===== src/inc/hseq_pkg.sv =====
// Constants, method codes and carrier types of the homing sequencer
package hseq_pkg;

    // Homing method codes handled by this block
    localparam logic [5:0] HSEQ_M22 = 6'h16;
    localparam logic [5:0] HSEQ_M23 = 6'h17;
    localparam logic [5:0] HSEQ_M24 = 6'h18;
    localparam logic [5:0] HSEQ_M25 = 6'h19;
    localparam logic [5:0] HSEQ_M26 = 6'h1A;
    localparam logic [5:0] HSEQ_M27 = 6'h1B;
    localparam logic [5:0] HSEQ_M28 = 6'h1C;
    localparam logic [5:0] HSEQ_M29 = 6'h1D;
    localparam logic [5:0] HSEQ_M30 = 6'h1E;
    localparam logic [5:0] HSEQ_M31 = 6'h1F;
    localparam logic [5:0] HSEQ_M32 = 6'h20;
    localparam logic [5:0] HSEQ_M33 = 6'h21;
    localparam logic [5:0] HSEQ_M34 = 6'h22;
    localparam logic [5:0] HSEQ_M35 = 6'h23;

    // Bit positions of the sensor inputs in the synchroniser vector
    localparam int HSEQ_IN_HOME = 0;
    localparam int HSEQ_IN_FWD = 1;
    localparam int HSEQ_IN_REV = 2;
    localparam int HSEQ_IN_IDX = 3;
    localparam int HSEQ_IN_W = 4;

    // Synchroniser depth and default position width
    localparam int HSEQ_SYNC_STAGES = 2;
    localparam int HSEQ_POS_W = 32;

    // Direction and speed encodings of a motion step
    localparam logic HSEQ_POS = 1'h1;
    localparam logic HSEQ_NEG = 1'h0;
    localparam logic HSEQ_FAST = 1'h1;
    localparam logic HSEQ_SLOW = 1'h0;
    localparam logic HSEQ_LAST = 1'h1;
    localparam logic HSEQ_MORE = 1'h0;

    // Event that ends a motion step
    typedef enum logic [1:0] {
        HSEQ_EV_HR,
        HSEQ_EV_HF,
        HSEQ_EV_HI,
        HSEQ_EV_IDX
    } hseq_evt_e;

    // Limit switch that diverts a fast search step into its second branch
    typedef enum logic [1:0] {
        HSEQ_LIM_NONE,
        HSEQ_LIM_FWD,
        HSEQ_LIM_REV
    } hseq_lim_e;

    typedef struct packed {
        logic ok;
        logic dir_pos;
        logic fast;
        hseq_evt_e evt;
        logic last;
        hseq_lim_e lim;
    } hseq_step_s;

    typedef struct packed {
        logic run;
        logic dir_pos;
        logic fast;
    } hseq_motion_s;

endpackage


===== src/design/hseq_sync.sv =====
// Two-stage synchroniser with level and edge outputs for the sensor inputs
`timescale 1ns/1ps
`default_nettype none
module hseq_sync
    import hseq_pkg::*;
#(
    parameter int W = HSEQ_IN_W
) (
    input wire logic mclk, // System clock
    input wire logic rst_b, // Synchronous reset, active low
    input wire logic [W-1:0] async_in, // Raw pin levels
    output logic [W-1:0] level, // Synchronised level
    output logic [W-1:0] rise, // One-cycle rising edge
    output logic [W-1:0] fall // One-cycle falling edge
);
    initial begin
        if (W < 1) begin
            $error("hseq_sync: W must be at least 1");
        end
    end

    logic [W-1:0] meta_ff;
    logic [W-1:0] sync_ff;
    logic [W-1:0] prev_ff;

    always_ff @(posedge mclk) begin
        if (!rst_b) begin
            meta_ff <= '0;
            sync_ff <= '0;
            prev_ff <= '0;
        end else begin
            meta_ff <= async_in;
            sync_ff <= meta_ff;
            prev_ff <= sync_ff;
        end
    end

    assign level = sync_ff;
    assign rise = sync_ff & ~prev_ff;
    assign fall = ~sync_ff & prev_ff;
endmodule
`default_nettype wire


===== src/design/hseq_top.sv =====
// Homing sequencer for return-to-origin methods 22 to 35
//
// What this block does
// - Method 22, home off: fast negative, slow positive off, slow negative to rise.
// - Method 22, home on: slow positive to fall, then slow negative to rise.
// - Method 23 negative side: fast positive, at rise slow negative to fall.
// - Method 23 positive side: forward limit reverses fast, then clear, then fall.
// - Methods 23 and 30, home on: slow negative, stop at fall.
// - Method 24 negative side: fast positive, slow negative off, slow positive to rise.
// - Method 24 positive side: limit reverses fast, after fall slow positive to rise.
// - Method 24, home on: slow negative to fall, slow positive to rise.
// - Method 25 negative side: fast positive to fall, slow negative to rise.
// - Method 25 positive side: limit reverses, then clear, slow negative to rise.
// - Method 26 negative side: fast positive, slow negative off, slow positive to fall.
// - Method 26 positive side: limit reverses fast, at rise slow positive to fall.
// - Method 27: fast negative, slow positive to fall; home on: slow positive to fall.
// - Method 28 positive side: fast negative, slow positive off, slow negative to rise.
// - Method 28 negative side: reverse limit reverses fast, after fall slow negative.
// - Method 28, home on: slow positive to fall, slow negative to rise.
// - Method 29, home on: slow negative to fall, slow positive to rise.
// - Method 30 positive side: fast negative, slow positive off, slow negative to fall.
// - Methods 31 and 32 are reserved and start no motion.
// - Method 33: slow negative, stop at first index pulse.
// - Method 34: slow positive, stop at first index pulse.
// - Method 35: no motion, present position becomes origin.
`timescale 1ns/1ps
`default_nettype none
module hseq_top
    import hseq_pkg::*;
#(
    parameter int POS_W = HSEQ_POS_W
) (
    input wire logic mclk, // System clock, 125 MHz
    input wire logic rst_b, // Synchronous reset, active low
    input wire logic home_switch_input, // Home sensor pin
    input wire logic forward_limit_input, // Forward limit pin
    input wire logic reverse_limit_input, // Reverse limit pin
    input wire logic index_input, // Encoder index pin
    input wire logic start, // Start pulse, same clock
    input wire logic [5:0] method, // Homing method, read at start
    input wire logic abort, // Stop without origin
    input wire logic speed_zero, // Profile generator at rest
    input wire logic [POS_W-1:0] pos_fb, // Present position
    output hseq_motion_s motion_ff, // Commanded motion
    output logic busy_ff, // Sequence in progress
    output logic done_ff, // Homing complete pulse
    output logic err_ff, // Refused or failed pulse
    output logic origin_set_ff, // Origin latched pulse
    output logic [POS_W-1:0] origin_pos_ff // Latched origin position
);
    initial begin
        if (POS_W < 1) begin
            $error("hseq_top: POS_W must be at least 1");
        end
    end

    typedef enum logic [1:0] {
        ST_IDLE,
        ST_MOVE,
        ST_DECEL
    } hseq_state_e;

    hseq_state_e state_ff;
    logic [5:0] method_ff;
    logic act_ff;
    logic alt_ff;
    logic [1:0] idx_ff;
    logic final_ff;
    logic fail_ff;

    logic [HSEQ_IN_W-1:0] in_lvl;
    logic [HSEQ_IN_W-1:0] in_rise;
    logic [HSEQ_IN_W-1:0] in_fall;
    logic [HSEQ_IN_W-1:0] pins;

    hseq_step_s cur_step;
    hseq_step_s first_step;
    logic evt_hit;
    logic lim_branch;
    logic lim_bad;
    logic stop_now;

    function automatic hseq_step_s mk(input logic d, input logic f, input hseq_evt_e e,
                                      input logic l, input hseq_lim_e lim);
        hseq_step_s s;
        s.ok = 1'h1;
        s.dir_pos = d;
        s.fast = f;
        s.evt = e;
        s.last = l;
        s.lim = lim;
        return s;
    endfunction

    // Step table: method, home level at start, limit branch taken, step number
    function automatic hseq_step_s step_of(input logic [5:0] m, input logic a,
                                           input logic alt, input logic [1:0] i);
        hseq_step_s s;
        logic [2:0] k;
        s = '0;
        k = {alt, i};
        case (m)
            HSEQ_M22: begin
                if (a) begin
                    case (i)
                        2'h0: s = mk(HSEQ_POS, HSEQ_SLOW, HSEQ_EV_HF, HSEQ_MORE, HSEQ_LIM_NONE);
                        2'h1: s = mk(HSEQ_NEG, HSEQ_SLOW, HSEQ_EV_HR, HSEQ_LAST, HSEQ_LIM_NONE);
                        default: s = '0;
                    endcase
                end else begin
                    case (k)
                        3'h0: s = mk(HSEQ_NEG, HSEQ_FAST, HSEQ_EV_HR, HSEQ_MORE, HSEQ_LIM_NONE);
                        3'h1: s = mk(HSEQ_POS, HSEQ_SLOW, HSEQ_EV_HI, HSEQ_MORE, HSEQ_LIM_NONE);
                        3'h2: s = mk(HSEQ_NEG, HSEQ_SLOW, HSEQ_EV_HR, HSEQ_LAST, HSEQ_LIM_NONE);
                        default: s = '0;
                    endcase
                end
            end
            HSEQ_M23: begin
                if (a) begin
                    if (i == 2'h0) begin
                        s = mk(HSEQ_NEG, HSEQ_SLOW, HSEQ_EV_HF, HSEQ_LAST, HSEQ_LIM_NONE);
                    end
                end else begin
                    case (k)
                        3'h0: s = mk(HSEQ_POS, HSEQ_FAST, HSEQ_EV_HR, HSEQ_MORE, HSEQ_LIM_FWD);
                        3'h1: s = mk(HSEQ_NEG, HSEQ_SLOW, HSEQ_EV_HF, HSEQ_LAST, HSEQ_LIM_NONE);
                        3'h4: s = mk(HSEQ_NEG, HSEQ_FAST, HSEQ_EV_HR, HSEQ_MORE, HSEQ_LIM_NONE);
                        3'h5: s = mk(HSEQ_POS, HSEQ_SLOW, HSEQ_EV_HI, HSEQ_MORE, HSEQ_LIM_NONE);
                        3'h6: s = mk(HSEQ_NEG, HSEQ_SLOW, HSEQ_EV_HF, HSEQ_LAST, HSEQ_LIM_NONE);
                        default: s = '0;
                    endcase
                end
            end
            HSEQ_M24: begin
                if (a) begin
                    case (i)
                        2'h0: s = mk(HSEQ_NEG, HSEQ_SLOW, HSEQ_EV_HF, HSEQ_MORE, HSEQ_LIM_NONE);
                        2'h1: s = mk(HSEQ_POS, HSEQ_SLOW, HSEQ_EV_HR, HSEQ_LAST, HSEQ_LIM_NONE);
                        default: s = '0;
                    endcase
                end else begin
                    case (k)
                        3'h0: s = mk(HSEQ_POS, HSEQ_FAST, HSEQ_EV_HR, HSEQ_MORE, HSEQ_LIM_FWD);
                        3'h1: s = mk(HSEQ_NEG, HSEQ_SLOW, HSEQ_EV_HI, HSEQ_MORE, HSEQ_LIM_NONE);
                        3'h2: s = mk(HSEQ_POS, HSEQ_SLOW, HSEQ_EV_HR, HSEQ_LAST, HSEQ_LIM_NONE);
                        3'h4: s = mk(HSEQ_NEG, HSEQ_FAST, HSEQ_EV_HF, HSEQ_MORE, HSEQ_LIM_NONE);
                        3'h5: s = mk(HSEQ_POS, HSEQ_SLOW, HSEQ_EV_HR, HSEQ_LAST, HSEQ_LIM_NONE);
                        default: s = '0;
                    endcase
                end
            end
            HSEQ_M25: begin
                if (a) begin
                    case (i)
                        2'h0: s = mk(HSEQ_POS, HSEQ_SLOW, HSEQ_EV_HF, HSEQ_MORE, HSEQ_LIM_NONE);
                        2'h1: s = mk(HSEQ_NEG, HSEQ_SLOW, HSEQ_EV_HR, HSEQ_LAST, HSEQ_LIM_NONE);
                        default: s = '0;
                    endcase
                end else begin
                    case (k)
                        3'h0: s = mk(HSEQ_POS, HSEQ_FAST, HSEQ_EV_HF, HSEQ_MORE, HSEQ_LIM_FWD);
                        3'h1: s = mk(HSEQ_NEG, HSEQ_SLOW, HSEQ_EV_HR, HSEQ_LAST, HSEQ_LIM_NONE);
                        3'h4: s = mk(HSEQ_NEG, HSEQ_FAST, HSEQ_EV_HR, HSEQ_MORE, HSEQ_LIM_NONE);
                        3'h5: s = mk(HSEQ_POS, HSEQ_SLOW, HSEQ_EV_HI, HSEQ_MORE, HSEQ_LIM_NONE);
                        3'h6: s = mk(HSEQ_NEG, HSEQ_SLOW, HSEQ_EV_HR, HSEQ_LAST, HSEQ_LIM_NONE);
                        default: s = '0;
                    endcase
                end
            end
            HSEQ_M26: begin
                if (a) begin
                    if (i == 2'h0) begin
                        s = mk(HSEQ_POS, HSEQ_SLOW, HSEQ_EV_HF, HSEQ_LAST, HSEQ_LIM_NONE);
                    end
                end else begin
                    case (k)
                        3'h0: s = mk(HSEQ_POS, HSEQ_FAST, HSEQ_EV_HR, HSEQ_MORE, HSEQ_LIM_FWD);
                        3'h1: s = mk(HSEQ_NEG, HSEQ_SLOW, HSEQ_EV_HI, HSEQ_MORE, HSEQ_LIM_NONE);
                        3'h2: s = mk(HSEQ_POS, HSEQ_SLOW, HSEQ_EV_HF, HSEQ_LAST, HSEQ_LIM_NONE);
                        3'h4: s = mk(HSEQ_NEG, HSEQ_FAST, HSEQ_EV_HR, HSEQ_MORE, HSEQ_LIM_NONE);
                        3'h5: s = mk(HSEQ_POS, HSEQ_SLOW, HSEQ_EV_HF, HSEQ_LAST, HSEQ_LIM_NONE);
                        default: s = '0;
                    endcase
                end
            end
            HSEQ_M27: begin
                if (a) begin
                    if (i == 2'h0) begin
                        s = mk(HSEQ_POS, HSEQ_SLOW, HSEQ_EV_HF, HSEQ_LAST, HSEQ_LIM_NONE);
                    end
                end else begin
                    case (k)
                        3'h0: s = mk(HSEQ_NEG, HSEQ_FAST, HSEQ_EV_HR, HSEQ_MORE, HSEQ_LIM_NONE);
                        3'h1: s = mk(HSEQ_POS, HSEQ_SLOW, HSEQ_EV_HF, HSEQ_LAST, HSEQ_LIM_NONE);
                        default: s = '0;
                    endcase
                end
            end
            HSEQ_M28: begin
                if (a) begin
                    case (i)
                        2'h0: s = mk(HSEQ_POS, HSEQ_SLOW, HSEQ_EV_HF, HSEQ_MORE, HSEQ_LIM_NONE);
                        2'h1: s = mk(HSEQ_NEG, HSEQ_SLOW, HSEQ_EV_HR, HSEQ_LAST, HSEQ_LIM_NONE);
                        default: s = '0;
                    endcase
                end else begin
                    case (k)
                        3'h0: s = mk(HSEQ_NEG, HSEQ_FAST, HSEQ_EV_HR, HSEQ_MORE, HSEQ_LIM_REV);
                        3'h1: s = mk(HSEQ_POS, HSEQ_SLOW, HSEQ_EV_HI, HSEQ_MORE, HSEQ_LIM_NONE);
                        3'h2: s = mk(HSEQ_NEG, HSEQ_SLOW, HSEQ_EV_HR, HSEQ_LAST, HSEQ_LIM_NONE);
                        3'h4: s = mk(HSEQ_POS, HSEQ_FAST, HSEQ_EV_HF, HSEQ_MORE, HSEQ_LIM_NONE);
                        3'h5: s = mk(HSEQ_NEG, HSEQ_SLOW, HSEQ_EV_HR, HSEQ_LAST, HSEQ_LIM_NONE);
                        default: s = '0;
                    endcase
                end
            end
            // method 29, only the start with home on is defined
            HSEQ_M29: begin
                if (a) begin
                    case (i)
                        2'h0: s = mk(HSEQ_NEG, HSEQ_SLOW, HSEQ_EV_HF, HSEQ_MORE, HSEQ_LIM_NONE);
                        2'h1: s = mk(HSEQ_POS, HSEQ_SLOW, HSEQ_EV_HR, HSEQ_LAST, HSEQ_LIM_NONE);
                        default: s = '0;
                    endcase
                end
            end
            HSEQ_M30: begin
                if (a) begin
                    if (i == 2'h0) begin
                        s = mk(HSEQ_NEG, HSEQ_SLOW, HSEQ_EV_HF, HSEQ_LAST, HSEQ_LIM_NONE);
                    end
                end else begin
                    case (k)
                        3'h0: s = mk(HSEQ_NEG, HSEQ_FAST, HSEQ_EV_HR, HSEQ_MORE, HSEQ_LIM_REV);
                        3'h1: s = mk(HSEQ_POS, HSEQ_SLOW, HSEQ_EV_HI, HSEQ_MORE, HSEQ_LIM_NONE);
                        3'h2: s = mk(HSEQ_NEG, HSEQ_SLOW, HSEQ_EV_HF, HSEQ_LAST, HSEQ_LIM_NONE);
                        3'h4: s = mk(HSEQ_POS, HSEQ_FAST, HSEQ_EV_HR, HSEQ_MORE, HSEQ_LIM_NONE);
                        3'h5: s = mk(HSEQ_NEG, HSEQ_SLOW, HSEQ_EV_HF, HSEQ_LAST, HSEQ_LIM_NONE);
                        default: s = '0;
                    endcase
                end
            end
            HSEQ_M33: begin
                if (k == 3'h0) begin
                    s = mk(HSEQ_NEG, HSEQ_SLOW, HSEQ_EV_IDX, HSEQ_LAST, HSEQ_LIM_NONE);
                end
            end
            HSEQ_M34: begin
                if (k == 3'h0) begin
                    s = mk(HSEQ_POS, HSEQ_SLOW, HSEQ_EV_IDX, HSEQ_LAST, HSEQ_LIM_NONE);
                end
            end
            // reserved and unknown codes yield no step
            default: s = '0;
        endcase
        return s;
    endfunction

    assign pins = {index_input, reverse_limit_input, forward_limit_input, home_switch_input};

    hseq_sync #(
        .W(HSEQ_IN_W)
    ) u_sync (
        .mclk(mclk),
        .rst_b(rst_b),
        .async_in(pins),
        .level(in_lvl),
        .rise(in_rise),
        .fall(in_fall)
    );

    assign cur_step = step_of(method_ff, act_ff, alt_ff, idx_ff);
    assign first_step = step_of(method, in_lvl[HSEQ_IN_HOME], 1'h0, 2'h0);

    always_comb begin
        case (cur_step.evt)
            HSEQ_EV_HR: evt_hit = in_rise[HSEQ_IN_HOME];
            HSEQ_EV_HF: evt_hit = in_fall[HSEQ_IN_HOME];
            HSEQ_EV_HI: evt_hit = ~in_lvl[HSEQ_IN_HOME];
            default: evt_hit = in_rise[HSEQ_IN_IDX];
        endcase
    end

    // Limit met while travelling toward it: branch if the step allows, else fail
    assign lim_branch = (cur_step.lim == HSEQ_LIM_FWD && cur_step.dir_pos
                         && in_rise[HSEQ_IN_FWD])
                        || (cur_step.lim == HSEQ_LIM_REV && !cur_step.dir_pos
                            && in_rise[HSEQ_IN_REV]);
    assign lim_bad = !lim_branch && ((cur_step.dir_pos && in_rise[HSEQ_IN_FWD])
                                     || (!cur_step.dir_pos && in_rise[HSEQ_IN_REV]));
    assign stop_now = abort || lim_branch || lim_bad || evt_hit;

    // Sequencer state and step position
    always_ff @(posedge mclk) begin
        if (!rst_b) begin
            state_ff <= ST_IDLE;
            method_ff <= '0;
            act_ff <= 1'h0;
            alt_ff <= 1'h0;
            idx_ff <= '0;
            final_ff <= 1'h0;
            fail_ff <= 1'h0;
        end else begin
            unique case (state_ff)
                ST_IDLE: begin
                    if (start && method != HSEQ_M35 && first_step.ok) begin
                        state_ff <= ST_MOVE;
                        method_ff <= method;
                        act_ff <= in_lvl[HSEQ_IN_HOME];
                        alt_ff <= 1'h0;
                        idx_ff <= '0;
                        final_ff <= 1'h0;
                        fail_ff <= 1'h0;
                    end
                end
                ST_MOVE: begin
                    // every exit passes through the stop state
                    if (stop_now) begin
                        state_ff <= ST_DECEL;
                    end
                    if (abort || lim_bad) begin
                        fail_ff <= 1'h1;
                    end else if (lim_branch) begin
                        alt_ff <= 1'h1;
                        idx_ff <= '0;
                    end else if (evt_hit) begin
                        if (cur_step.last) begin
                            final_ff <= 1'h1;
                        end else begin
                            idx_ff <= idx_ff + 2'h1;
                        end
                    end
                end
                ST_DECEL: begin
                    // wait for rest before next motion
                    if (speed_zero) begin
                        state_ff <= (final_ff || fail_ff) ? ST_IDLE : ST_MOVE;
                    end
                end
            endcase
        end
    end

    // Motion command follows the active step and drops the cycle after an exit is seen
    always_ff @(posedge mclk) begin
        if (!rst_b) begin
            motion_ff <= '0;
        end else if (state_ff == ST_MOVE && !stop_now) begin
            motion_ff <= {1'h1, cur_step.dir_pos, cur_step.fast};
        end else begin
            motion_ff <= '0;
        end
    end

    // Completion, origin latch and error indications
    always_ff @(posedge mclk) begin
        if (!rst_b) begin
            busy_ff <= 1'h0;
            done_ff <= 1'h0;
            err_ff <= 1'h0;
            origin_set_ff <= 1'h0;
            origin_pos_ff <= '0;
        end else begin
            done_ff <= 1'h0;
            err_ff <= 1'h0;
            origin_set_ff <= 1'h0;
            if (state_ff == ST_IDLE && start) begin
                if (method == HSEQ_M35) begin
                    origin_pos_ff <= pos_fb;
                    origin_set_ff <= 1'h1;
                    done_ff <= 1'h1;
                end else if (!first_step.ok) begin
                    err_ff <= 1'h1;
                end else begin
                    busy_ff <= 1'h1;
                end
            end
            if (state_ff == ST_MOVE && !abort && lim_bad) begin
                err_ff <= 1'h1;
            end
            if (state_ff == ST_DECEL && speed_zero && (final_ff || fail_ff)) begin
                busy_ff <= 1'h0;
                if (final_ff && !fail_ff) begin
                    origin_pos_ff <= pos_fb;
                    origin_set_ff <= 1'h1;
                    done_ff <= 1'h1;
                end
            end
        end
    end
endmodule
`default_nettype wire


===== config.mk =====
export PLATFORM = sky130hd
export DESIGN_NAME = hseq_top
export DESIGN_NICKNAME = d
export VERILOG_FILES = /design/src/inc/hseq_pkg.sv /design/src/design/hseq_sync.sv /design/src/design/hseq_top.sv
export SDC_FILE = /design/constraint.sdc
export NUM_CORES = 1
export LEC_CHECK = 0
export ABC_AREA = 1
export BUFFER_PORTS_ARGS = -buffer_cell sky130_fd_sc_hd__buf_4
export CAP_MARGIN = 5
export CORE_ASPECT_RATIO = 2
export CORE_MARGIN = 2
export CORE_UTILIZATION = 40
export CTS_BUF_LIST = sky130_fd_sc_hd__clkbuf_4 sky130_fd_sc_hd__clkbuf_8 sky130_fd_sc_hd__clkbuf_16
export DETAILED_ROUTE_END_ITERATION = 8
export GPL_TIMING_DRIVEN = 0
export SLEW_MARGIN = 10
export SYNTH_ARGS = -nofsm -noshare
export SYNTH_HDL_FRONTEND = slang
export SYNTH_SLANG_ARGS = --single-unit

===== constraint.sdc =====
create_clock -name mclk -period 2.19 [get_ports mclk]
set_input_delay 0.657 -clock mclk [delete_from_list [all_inputs] [get_ports mclk]]
set_output_delay 0.657 -clock mclk [all_outputs]
set_load 0.02 [all_outputs]

==> impl_metrics.toml, run 1 <==
[place]
io_buffers = 84
routabilityCongestion = 0.870
dp_hpwl_mm = 5.66

[setup_path]
arrival_ns = 2.35
start_kind = "flip-flop"
end_kind = "flip-flop"
critPathRequiredTime_ns = 2.40
timing_worst_setup_path_type = "reg -> reg"
path_max_fanout = 6

[floorplan]
rows = 45
die_x_um = 65.6
start_util_pct = 40.5
core_mm2 = 0.00749
die_y_um = 127
io_pins = 86
die_area_mm2 = 0.00833

[timing]
drv_slew = 0
holdWs_ns = 0.408
grt_setup_unrepaired = "true"
final_hold_viol_count = 0
fin_skew_ns = 0.00552
fin_setup_tns_ns = 0
setup_viol = 0
clock.fmax_mhz = 468
slew_headroom_pct = 67.0
min_period_ns = 2.14
min_period_over_period_pct = 97.6
worst_pin_slew_ns = 0.495

[cts]
root_buffer = "clkbuf_16"
path_clk_slew_ns = 0.05
cts_sinks = 64
cts_hold_buf = 0
cts_made_buffers = 9
htreeDepth = 3
cts_tree = "yes"
insertion_delay_ns = 0.33
clockBufferDepth = 2

[route]
antenna_left = 0
vias_per_cell = 4.68
drtPass1Iterations = 4
wirelength_mm = 7.70
dr_total_vias = 3055
avgRoutedWirePerCell_um = 11.8
drcViolationCount = 0
drt_iter0_markers = 148

[final_layout]
area_growth_pct = 40.7
filler_cell_count = 768
drive_above_1_share_pct = 30.8
nets = 604
antenna_cells = 0

[grt]
grt_max_degree = 12
grt_overflow_total = 0
grt_pass1_vias = 2720
antenna_found_initial = 0
grt_pass1_wl_mm = 12.2
track_usage_pct = 18.9

[power_and_ir_drop]
power_density_mw_per_mm2 = 745
vdd_drop_max_mv = 0.667
total_power_uw = 3170
power_leakage_uw = 0.00209

[logic_synthesis]
yosys.area_share.simple_pct = 35.6
ys_ff_latch = 64
synth_compound_area_share_pct = 11.6
synth_top_family_by_area = "simple AND/OR/NAND/NOR gates"
synth_area_mm2 = 0.00303
yosys-mux-area-fraction_pct = 0
ys_types = 28
synth_nets = 508
avgSynthCellArea_um2 = 6.62
synth_xor_area_share_pct = 0
synth_fa_ha_area_share_pct = 1.24
yosysSeqAreaShare_pct = 42.3
synthCells = 458
yosys_warnings = 0

[status]
status = "finished clean"

[flow_run]
max-cap-violations = 0

[hold_path]
hp-class = "reg -> reg"
critical path, stage by stage, from the launching register on:
cell and delay [ns]:
dfxtp_4 0.37, inv_4 0.05, ha_4 0.18, inv_2 0.06
nand2_1 0.06, nand3_2 0.06, nor2_1 0.04, nor2_1 0.13
nand2_2 0.08, nor2_4 0.17, nand2_2 0.08, nand2_1 0.06
nand2_1 0.11, nand2_4 0.09, nand2_4 0.08, nor3_4 0.21
nor2_2 0.06, inv_1 0.05, a21oi_1 0.06
synth_stat cells:
cell type,instances,area [um^2]
a22oi_1,1,7.51
o21ai_1,1,5.00
o21ai_0,42,210
buf_6,1,11.3
nor3_2,1,10.0
nor2_4,2,22.5
nand3_1,25,125
nor2_2,4,25.0
nand4_1,5,31.3
nand3b_1,1,7.51
ha_1,3,37.5
nor3_1,3,15.0
o2111a_1,1,11.3
o21a_1,1,7.51
inv_2,11,41.3
inv_1,46,173
buf_1,1,3.75
nand2_1,94,353
clkbuf_1,12,45.0
o32ai_1,1,8.76
dfxtp_1,64,1280
nand2_2,10,62.6
buf_4,1,7.51
nor4_1,1,6.26
nor2_1,104,390
a21oi_2,2,17.5
a21oi_1,17,85.1
nand3_2,3,30.0
layout by cell type (no fill, tap or decap), types with 2 or more instances in the layout:
cell type   n
inv_4       3
o21ai_1     2
nor2_4      5
nand3_2     4
clkbuf_16   9
nor3_1      3
nor2_2      6
dfxtp_4     2
nand4_1     5
nand2_4     4
o21ai_0    41
nand2_2    17
clkbuf_2    3
a21oi_2     2
a21oi_1    16
clkinv_2    2
buf_4      86
dfxtp_1    59
nand3_1    23
dfxtp_2     3
ha_4        2
nor2_1     99
inv_1      42
nand2_1    83
clkbuf_1    9
inv_2      12
state kept, by name, indices dropped and copies added, names as in the netlist:
name	flops
act_ff	1
alt_ff	1
busy_ff	1
err_ff	1
fail_ff	1
final_ff	1
idx_ff	2
method_ff	6
motion_ff	3
origin_pos_ff	32
origin_set_ff	1
state_ff	2
u_sync.level	4
u_sync.meta_ff	4
u_sync.prev_ff	4
where the power goes:
group          switching [uW]  internal (uW)  total [uW]
Sequential               40.5           1210        1250
Clock                     510            921        1430
Combinational             287            203         490
Total                     837           2340        3170
metrics by stage:
| stage | cell area [um^2] | setup slack [ns] | utilization (%) | instances |
|---|---|---|---|---|
| 6_report | 4260 | 0.0532 | 56.9 | 653 |
| 3_5_place_dp | 3780 | -0.329 | 50.5 | 636 |
| 3_3_place_gp | 3780 | -0.340 | 50.5 | 636 |
| 2_1_floorplan | 3030 | 0.204 | - | 458 |
| 4_1_cts | 4120 | -0.00398 | 55.0 | 652 |
| 5_1_grt | 4260 | -0.0968 | 56.9 | 653 |
worst paths after layout:
path | from | to | slack, ns | cells past startpoint
max reg2reg | idx_ff[0] | state_ff[1] | 0.05 | 18
min reg2reg | u_sync.meta_ff[2] | u_sync.level[2] | 0.41 | 2
min | u_sync.meta_ff[2] | u_sync.level[2] | 0.41 | 2
max | idx_ff[0] | state_ff[1] | 0.05 | 18
cell families after synthesis:
family / Yosys count
AND/OR/NAND/NOR: 253
buffers and inverters: 72
AO/OA/AOI/OAI: 66
flip-flops: 64
adder cells (fa/ha/maj): 3
metal layers:
metal  up-vias  track usage (%)  part of all wire, %
li1       1632                -                    -
met1      1324             23.8                   45
met2        85             30.5                   49
met3        14             3.87                  4.8
met4         0             8.70                  2.0
met5         -                0                    0
what timing repair did:
| action | 4_1_cts | 5_1_grt |
|---|---|---|
| endpoints found under the hold margin | 0 | 0 |
| setup endpoints to repair | 9 | 39 |
| pin swaps | 1 | 19 |
| setup buffers | 0 | 1 |
| gates resized for setup | 8 | 49 |
layout make-up:
| cell class | instances | area, um^2 | share of cell area (%) |
|---|---|---|---|
| multi-input combinational | 322 | 1620 | 38.0 |
| buffer | 15 | 71.3 | 1.67 |
| inverter | 57 | 221 | 5.19 |
| timing repair buffer | 85 | 638 | 15.0 |
| clock inverter | 5 | 56.3 | 1.32 |
| clock buffer | 11 | 246 | 5.78 |
| tap | 94 | 118 | 2.76 |
| sequential | 64 | 1290 | 30.3 |
Power figures use the tool's default switching activity.
==> run 2, diff against run 1 <==
PLACE_DENSITY = 0.66   (was unset)
clock period = 1.9 ns   (was 2.19 ns; I/O delays follow)
==> run 2 against run 1 <==
  * The flow now finishes with violations (negative setup slack)
  * Highest routed layer unchanged
  * Cell count grew 0.77%
  * Critical endpoint is now idx_ff[0]
  * Die area is the same
  * Hold slack better by 0.0019 ns
  * Critical path type unchanged
==> impl_metrics.toml, run 2 (synthesis gave the netlist of run 1 again) <==
[status]
status = "complete, but fails checks"
failed_checks = "negative setup slack"

[timing]
worst_pin_slew_ns = 0.586
grt_setup_unrepaired = "true"
min_period_ns = 2.14
fin_skew_ns = 0.00470
final_hold_viol_count = 0
holdWs_ns = 0.410
drv_slew = 0
setup_viol = 11
slew_headroom_pct = 61.0
setup_ws_ns = -0.244
clock.fmax_mhz = 466
min_period_over_period_pct = 113

[place]
routabilityCongestion = 0.840
dp_hpwl_mm = 5.56
post-place-ws_ns = -0.519
io_buffers = 84

[setup_path]
start_kind = "flip-flop"
path_max_fanout = 6
cp_common_cell = "nand2_2"
crit_slowest_cell = "dfxtp_4"
timing_worst_setup_path_type = "reg -> reg"
critPathBufInv = 3
r2r-start = "idx_ff[0]"
critPathRequiredTime_ns = 2.11
end_kind = "flip-flop"
r2r_setup_slack_ns = -0.24
r2r_cells = 18
crit_family = "simple AND/OR/NAND/NOR gates"
arrival_ns = 2.36
r2r-end = "idx_ff[0]"
slowest_delay_ns = 0.37
cp_cell_sequence = "inv_4 -> ha_4 -> nor2_4 -> inv_2 -> nand2_2 -> inv_2 -> nand2_2 -> nand2_2 -> nor2_4 -> nand2_2 -> nand2_2 -> nand3_4 -> nand2_4 -> nand2_4 -> a21oi_4 -> nand4_1 -> nand2_1 -> nor2_1"

[power_and_ir_drop]
total_power_uw = 3550
power_density_mw_per_mm2 = 810
vdd_drop_max_mv = 0.710
power_leakage_uw = 0.00213

[final_layout]
drive_above_1_share_pct = 35.8
antenna_cells = 0
largest_reg_flops = 32
largestRegisters = "origin_pos_ff: 32 flops, method_ff: 6 flops"
area_growth_pct = 44.7
max_flop_register = "origin_pos_ff"
final_common_cell = "nor2_1"
nets = 609
most-common-layout-cells = "nor2_1, buf_4, nand2_1, dfxtp_1"
filler_cell_count = 734

[route]
wirelength_mm = 7.61
drcViolationCount = 0
dr_total_vias = 3110
vias_per_cell = 4.73
drtPass1Iterations = 6
avgRoutedWirePerCell_um = 11.6
drt_iter0_markers = 177
antenna_left = 0

[hold_path]
hp-class = "reg -> reg"
hold_end = "u_sync.level[3]"
hold_path_depth = 2
min_from = "u_sync.meta_ff[3]"

[floorplan]
die_x_um = 65.6
rows = 45
io_pins = 86
core_mm2 = 0.00749
start_util_pct = 40.5
die_area_mm2 = 0.00833
die_y_um = 127

[cts]
cts_tree = "yes"
clockBufferDepth = 2
cts_made_buffers = 9
cts_sinks = 64
path_clk_slew_ns = 0.05
cts_hold_buf = 0
root_buffer = "clkbuf_16"
htreeDepth = 3
insertion_delay_ns = 0.32

[grt]
track_usage_pct = 17.8
grt_pass1_vias = 2677
grt_overflow_total = 0
grt_max_degree = 12
antenna_found_initial = 0
grt_pass1_wl_mm = 11.9

[flow_run]
max-cap-violations = 0
-- run 2: cell types whose count changed in the layout (fill, tap and decap cells not counted), moves of 3 or more --
| cell | change |
|---|---|
| a21oi_1 | -5 |
| a21oi_2 | +5 |
| buf_4 | +4 |
| clkbuf_1 | -4 |
| clkbuf_4 | +3 |
| nand2_1 | -7 |
| nand2_2 | +5 |
| nand3_1 | -3 |
| nand3_2 | +3 |
| nor2_1 | -4 |
-- run 2: worst register-to-register path, cell delays in order, from the launching register on --
cell and delay, ns:
dfxtp_4 0.37, inv_4 0.05, ha_4 0.20, nor2_4 0.14, inv_2 0.05, nand2_2 0.07
inv_2 0.04, nand2_2 0.05, nand2_2 0.06, nor2_4 0.17, nand2_2 0.08, nand2_2 0.09
nand3_4 0.10, nand2_4 0.10, nand2_4 0.09, a21oi_4 0.19, nand4_1 0.11, nand2_1 0.07
nor2_1 0.04
-- run 2: area by class of cell --
| cell class | count | area, um^2 | area share [%] |
|---|---|---|---|
| clock inverter | 5 | 31.3 | 0.713 |
| buffer | 15 | 83.8 | 1.91 |
| multi-input combinational | 322 | 1710 | 39.1 |
| inverter | 57 | 221 | 5.05 |
| clock buffer | 11 | 246 | 5.62 |
| sequential | 64 | 1290 | 29.5 |
| tap | 94 | 118 | 2.68 |
| timing repair buffer | 90 | 679 | 15.5 |
-- run 2: where the power goes --
part	leakage (uW)	internal, uW	switching (uW)
sequential	0.000522	1400	47.6
combinational	0.00147	254	361
clock	0.000139	929	564
total	0.00213	2580	972
-- run 2: per-layer routing --
| metal | global-route usage, % | part of all wire [%] |
|---|---|---|
| met1 | 24.3 | 45 |
| met2 | 28.4 | 48 |
| met3 | 2.73 | 5.9 |
| met4 | 6.37 | 1.0 |
| met5 | 0 | 0 |
-- run 2: worst max-delay path by stage --
stage | startpoint | endpoint | slack, ns | depth (start not counted)
after floorplan | method[2] | method_ff[4] | 0.001 | 7
after global placement | method[2] | act_ff | -0.52 | 8
after detailed placement | method[2] | act_ff | -0.52 | 8
after CTS | idx_ff[1] | alt_ff | -0.17 | 17
after global routing | idx_ff[0] | final_ff | -0.36 | 18
final | idx_ff[0] | idx_ff[0] | -0.24 | 18
-- run 2: timing repair --
item / CTS / global route
setup endpoints to repair: 14 / 43
pin swaps: 10 / 23
gates resized for setup: 25 / 63
setup buffers: 1 / 5
-- run 2: through the flow --
stage          cells  setup TNS, ns  util (%)  instance area [um^2]
6_report         658          -2.00      58.6                  4390
2_1_floorplan    458              0         -                  3050
3_3_place_gp     636         -14.20      50.8                  3800
4_1_cts          653          -1.21      55.8                  4180
5_1_grt          658          -3.21      58.6                  4390
3_5_place_dp     636         -13.98      50.8                  3800
==> run 3, diff against run 2 <==
GPL_TIMING_DRIVEN = unset   (was 0)
==> run 3 against run 2 <==
  * The flow still finishes with violations (negative setup slack)
  * Critical endpoint unchanged
  * Register-to-register slack barely moved
  * Wire length rose by 9.0%
  * Worst setup slack got worse by 0.013 ns
  * Sequential share of layout area fell by 2.3 points
  * Core utilization rose by 4.7 points
  * Critical path depth rose by 1
  * Hold slack improved by 0.0033 ns
  * First-iteration DRC count rose by 8.5%
  * Total power rose by 11%
  * Sequential cell count did not move
==> impl_metrics.toml, run 3 (synthesis gave the netlist of run 1 again) <==
[timing]
setup_viol = 11
final_hold_viol_count = 0
min_period_ns = 2.16
min_period_over_period_pct = 114
fin_skew_ns = 0.0101
worst_pin_slew_ns = 0.355
grt_setup_unrepaired = "true"
setup_ws_ns = -0.257
clock.fmax_mhz = 464
fin_setup_tns_ns = -1.94
slew_headroom_pct = 76.3
drv_slew = 0
holdWs_ns = 0.413

[setup_path]
critPathRequiredTime_ns = 2.15
end_kind = "flip-flop"
r2r-end = "idx_ff[0]"
crit_start = "idx_ff[1]"
path_max_fanout = 5
r2r-start = "idx_ff[1]"
arrival_ns = 2.41
r2r_setup_slack_ns = -0.26
crit_path_end = "idx_ff[0]"
timing_worst_setup_path_type = "reg -> reg"
r2r_cells = 19
start_kind = "flip-flop"

[final_layout]
filler_cell_count = 671
drive_above_1_share_pct = 40.6
max_flop_register = "origin_pos_ff"
multi_input_area_mm2 = 0.00172
antenna_cells = 0
final_common_cell = "buf_4"
largestRegisters = "origin_pos_ff: 32 flops, method_ff: 6 flops"
area_growth_pct = 56.4
seq_area_mm2 = 0.00129
most-common-layout-cells = "buf_4, nor2_1, nand2_1, dfxtp_1, o21ai_0"
largest_reg_flops = 32
nets = 641

[status]
failed_checks = "negative setup slack"
status = "complete, but fails checks"

[route]
drtPass1Iterations = 5
avgRoutedWirePerCell_um = 12.0
wirelength_mm = 8.30
drt_iter0_markers = 192
drcViolationCount = 0
vias_per_cell = 4.81
antenna_left = 0
dr_total_vias = 3321

[cts]
root_buffer = "clkbuf_16"
path_clk_slew_ns = 0.05
htreeDepth = 3
insertion_delay_ns = 0.33
cts_hold_buf = 0
cts_made_buffers = 9
clockBufferDepth = 2
cts_sinks = 64
cts_tree = "yes"

[grt]
grt_overflow_total = 0
grt_max_degree = 33
grt_pass1_vias = 2936
track_usage_pct = 19.4
antenna_found_initial = 0
grt_pass1_wl_mm = 12.8

[place]
io_buffers = 85
routabilityCongestion = 0.969
dp_hpwl_mm = 5.88

[power_and_ir_drop]
power_density_mw_per_mm2 = 834
power_leakage_uw = 0.00234
vdd_drop_max_mv = 0.641

[floorplan]
die_y_um = 127
die_x_um = 65.6
start_util_pct = 40.5
core_mm2 = 0.00749
rows = 45
io_pins = 86
die_area_mm2 = 0.00833

[hold_path]
hp-class = "reg -> reg"
hold_path_depth = 2

[flow_run]
max-cap-violations = 0
[run 3: power by group]
| group | total, uW | leakage, uW | internal (uW) | switching [uW] |
|---|---|---|---|---|
| Sequential | 1440 | 0.000521 | 1400 | 42.9 |
| Combinational | 735 | 0.00166 | 330 | 404 |
| Clock | 1780 | 0.000159 | 1190 | 594 |
| Total | 3960 | 0.00234 | 2910 | 1040 |
[run 3: worst min-delay path by stage]
stage,start,endpoint,slack (ns)
after CTS,u_sync.meta_ff[2],u_sync.level[2],0.41
after global placement,u_sync.meta_ff[1],u_sync.level[1],0.39
after global routing,u_sync.meta_ff[2],u_sync.level[2],0.43
after floorplan,u_sync.meta_ff[0],u_sync.level[0],0.39
after detailed placement,u_sync.meta_ff[2],u_sync.level[2],0.40
final,u_sync.meta_ff[3],u_sync.level[3],0.41
[run 3: metal layers]
metal | routed length [um] | global-route usage [%] | vias to the layer above | part of all wire (%)
li1 | - | - | 1705 | -
met1 | 3410 | 24.5 | 1461 | 41
met2 | 4130 | 31.3 | 127 | 50
met3 | 505 | 4.05 | 28 | 6.1
met4 | 253 | 8.58 | 0 | 3.0
met5 | 0 | 0 | - | 0
[run 3: what timing repair did]
action,4_1_cts,5_1_grt
buffers inserted,2,3
setup endpoints to repair,11,14
pin swaps,12,41
gates resized for setup,22,51
[run 3: critical path, cell delays in order (launching register included)]
cell and delay (ns):
dfxtp_4 0.36, inv_4 0.05, ha_4 0.19, inv_4 0.07
nand2_1 0.07, nand3_2 0.10, nor2_2 0.04, nor2_2 0.12
nand2_2 0.08, nor2_4 0.13, nand2_2 0.08, nand2_2 0.08
nand3_4 0.09, nand2_2 0.10, nand2_4 0.08, nand2_4 0.10
nand3_4 0.07, nor2_4 0.12, nor2_1 0.04, nor2_1 0.11
[run 3: through the flow]
| step | power, uW | worst slack (ns) | cells | utilization, % | cell area (um^2) |
|---|---|---|---|---|---|
| 2_1_floorplan | 1800 | 0.000999 | 458 | - | 3050 |
| 3_3_place_gp | 2040 | -0.235 | 669 | 55.0 | 4120 |
| 3_5_place_dp | 2040 | -0.217 | 669 | 55.0 | 4120 |
| 4_1_cts | 3880 | -0.177 | 687 | 60.6 | 4540 |
| 5_1_grt | 4110 | -0.342 | 690 | 63.3 | 4740 |
| 6_report | 3960 | -0.257 | 690 | 63.3 | 4740 |
[run 3: layout make-up]
| type | count | share of cell area, % |
|---|---|---|
| Multi-Input combinational cell | 322 | 36.3 |
| Sequential cell | 64 | 27.2 |
| Timing Repair Buffer | 137 | 22.3 |
| Clock buffer | 10 | 5.04 |
| Inverter | 57 | 4.72 |
| Tap cell | 94 | 2.48 |
| Clock inverter | 6 | 1.90 |
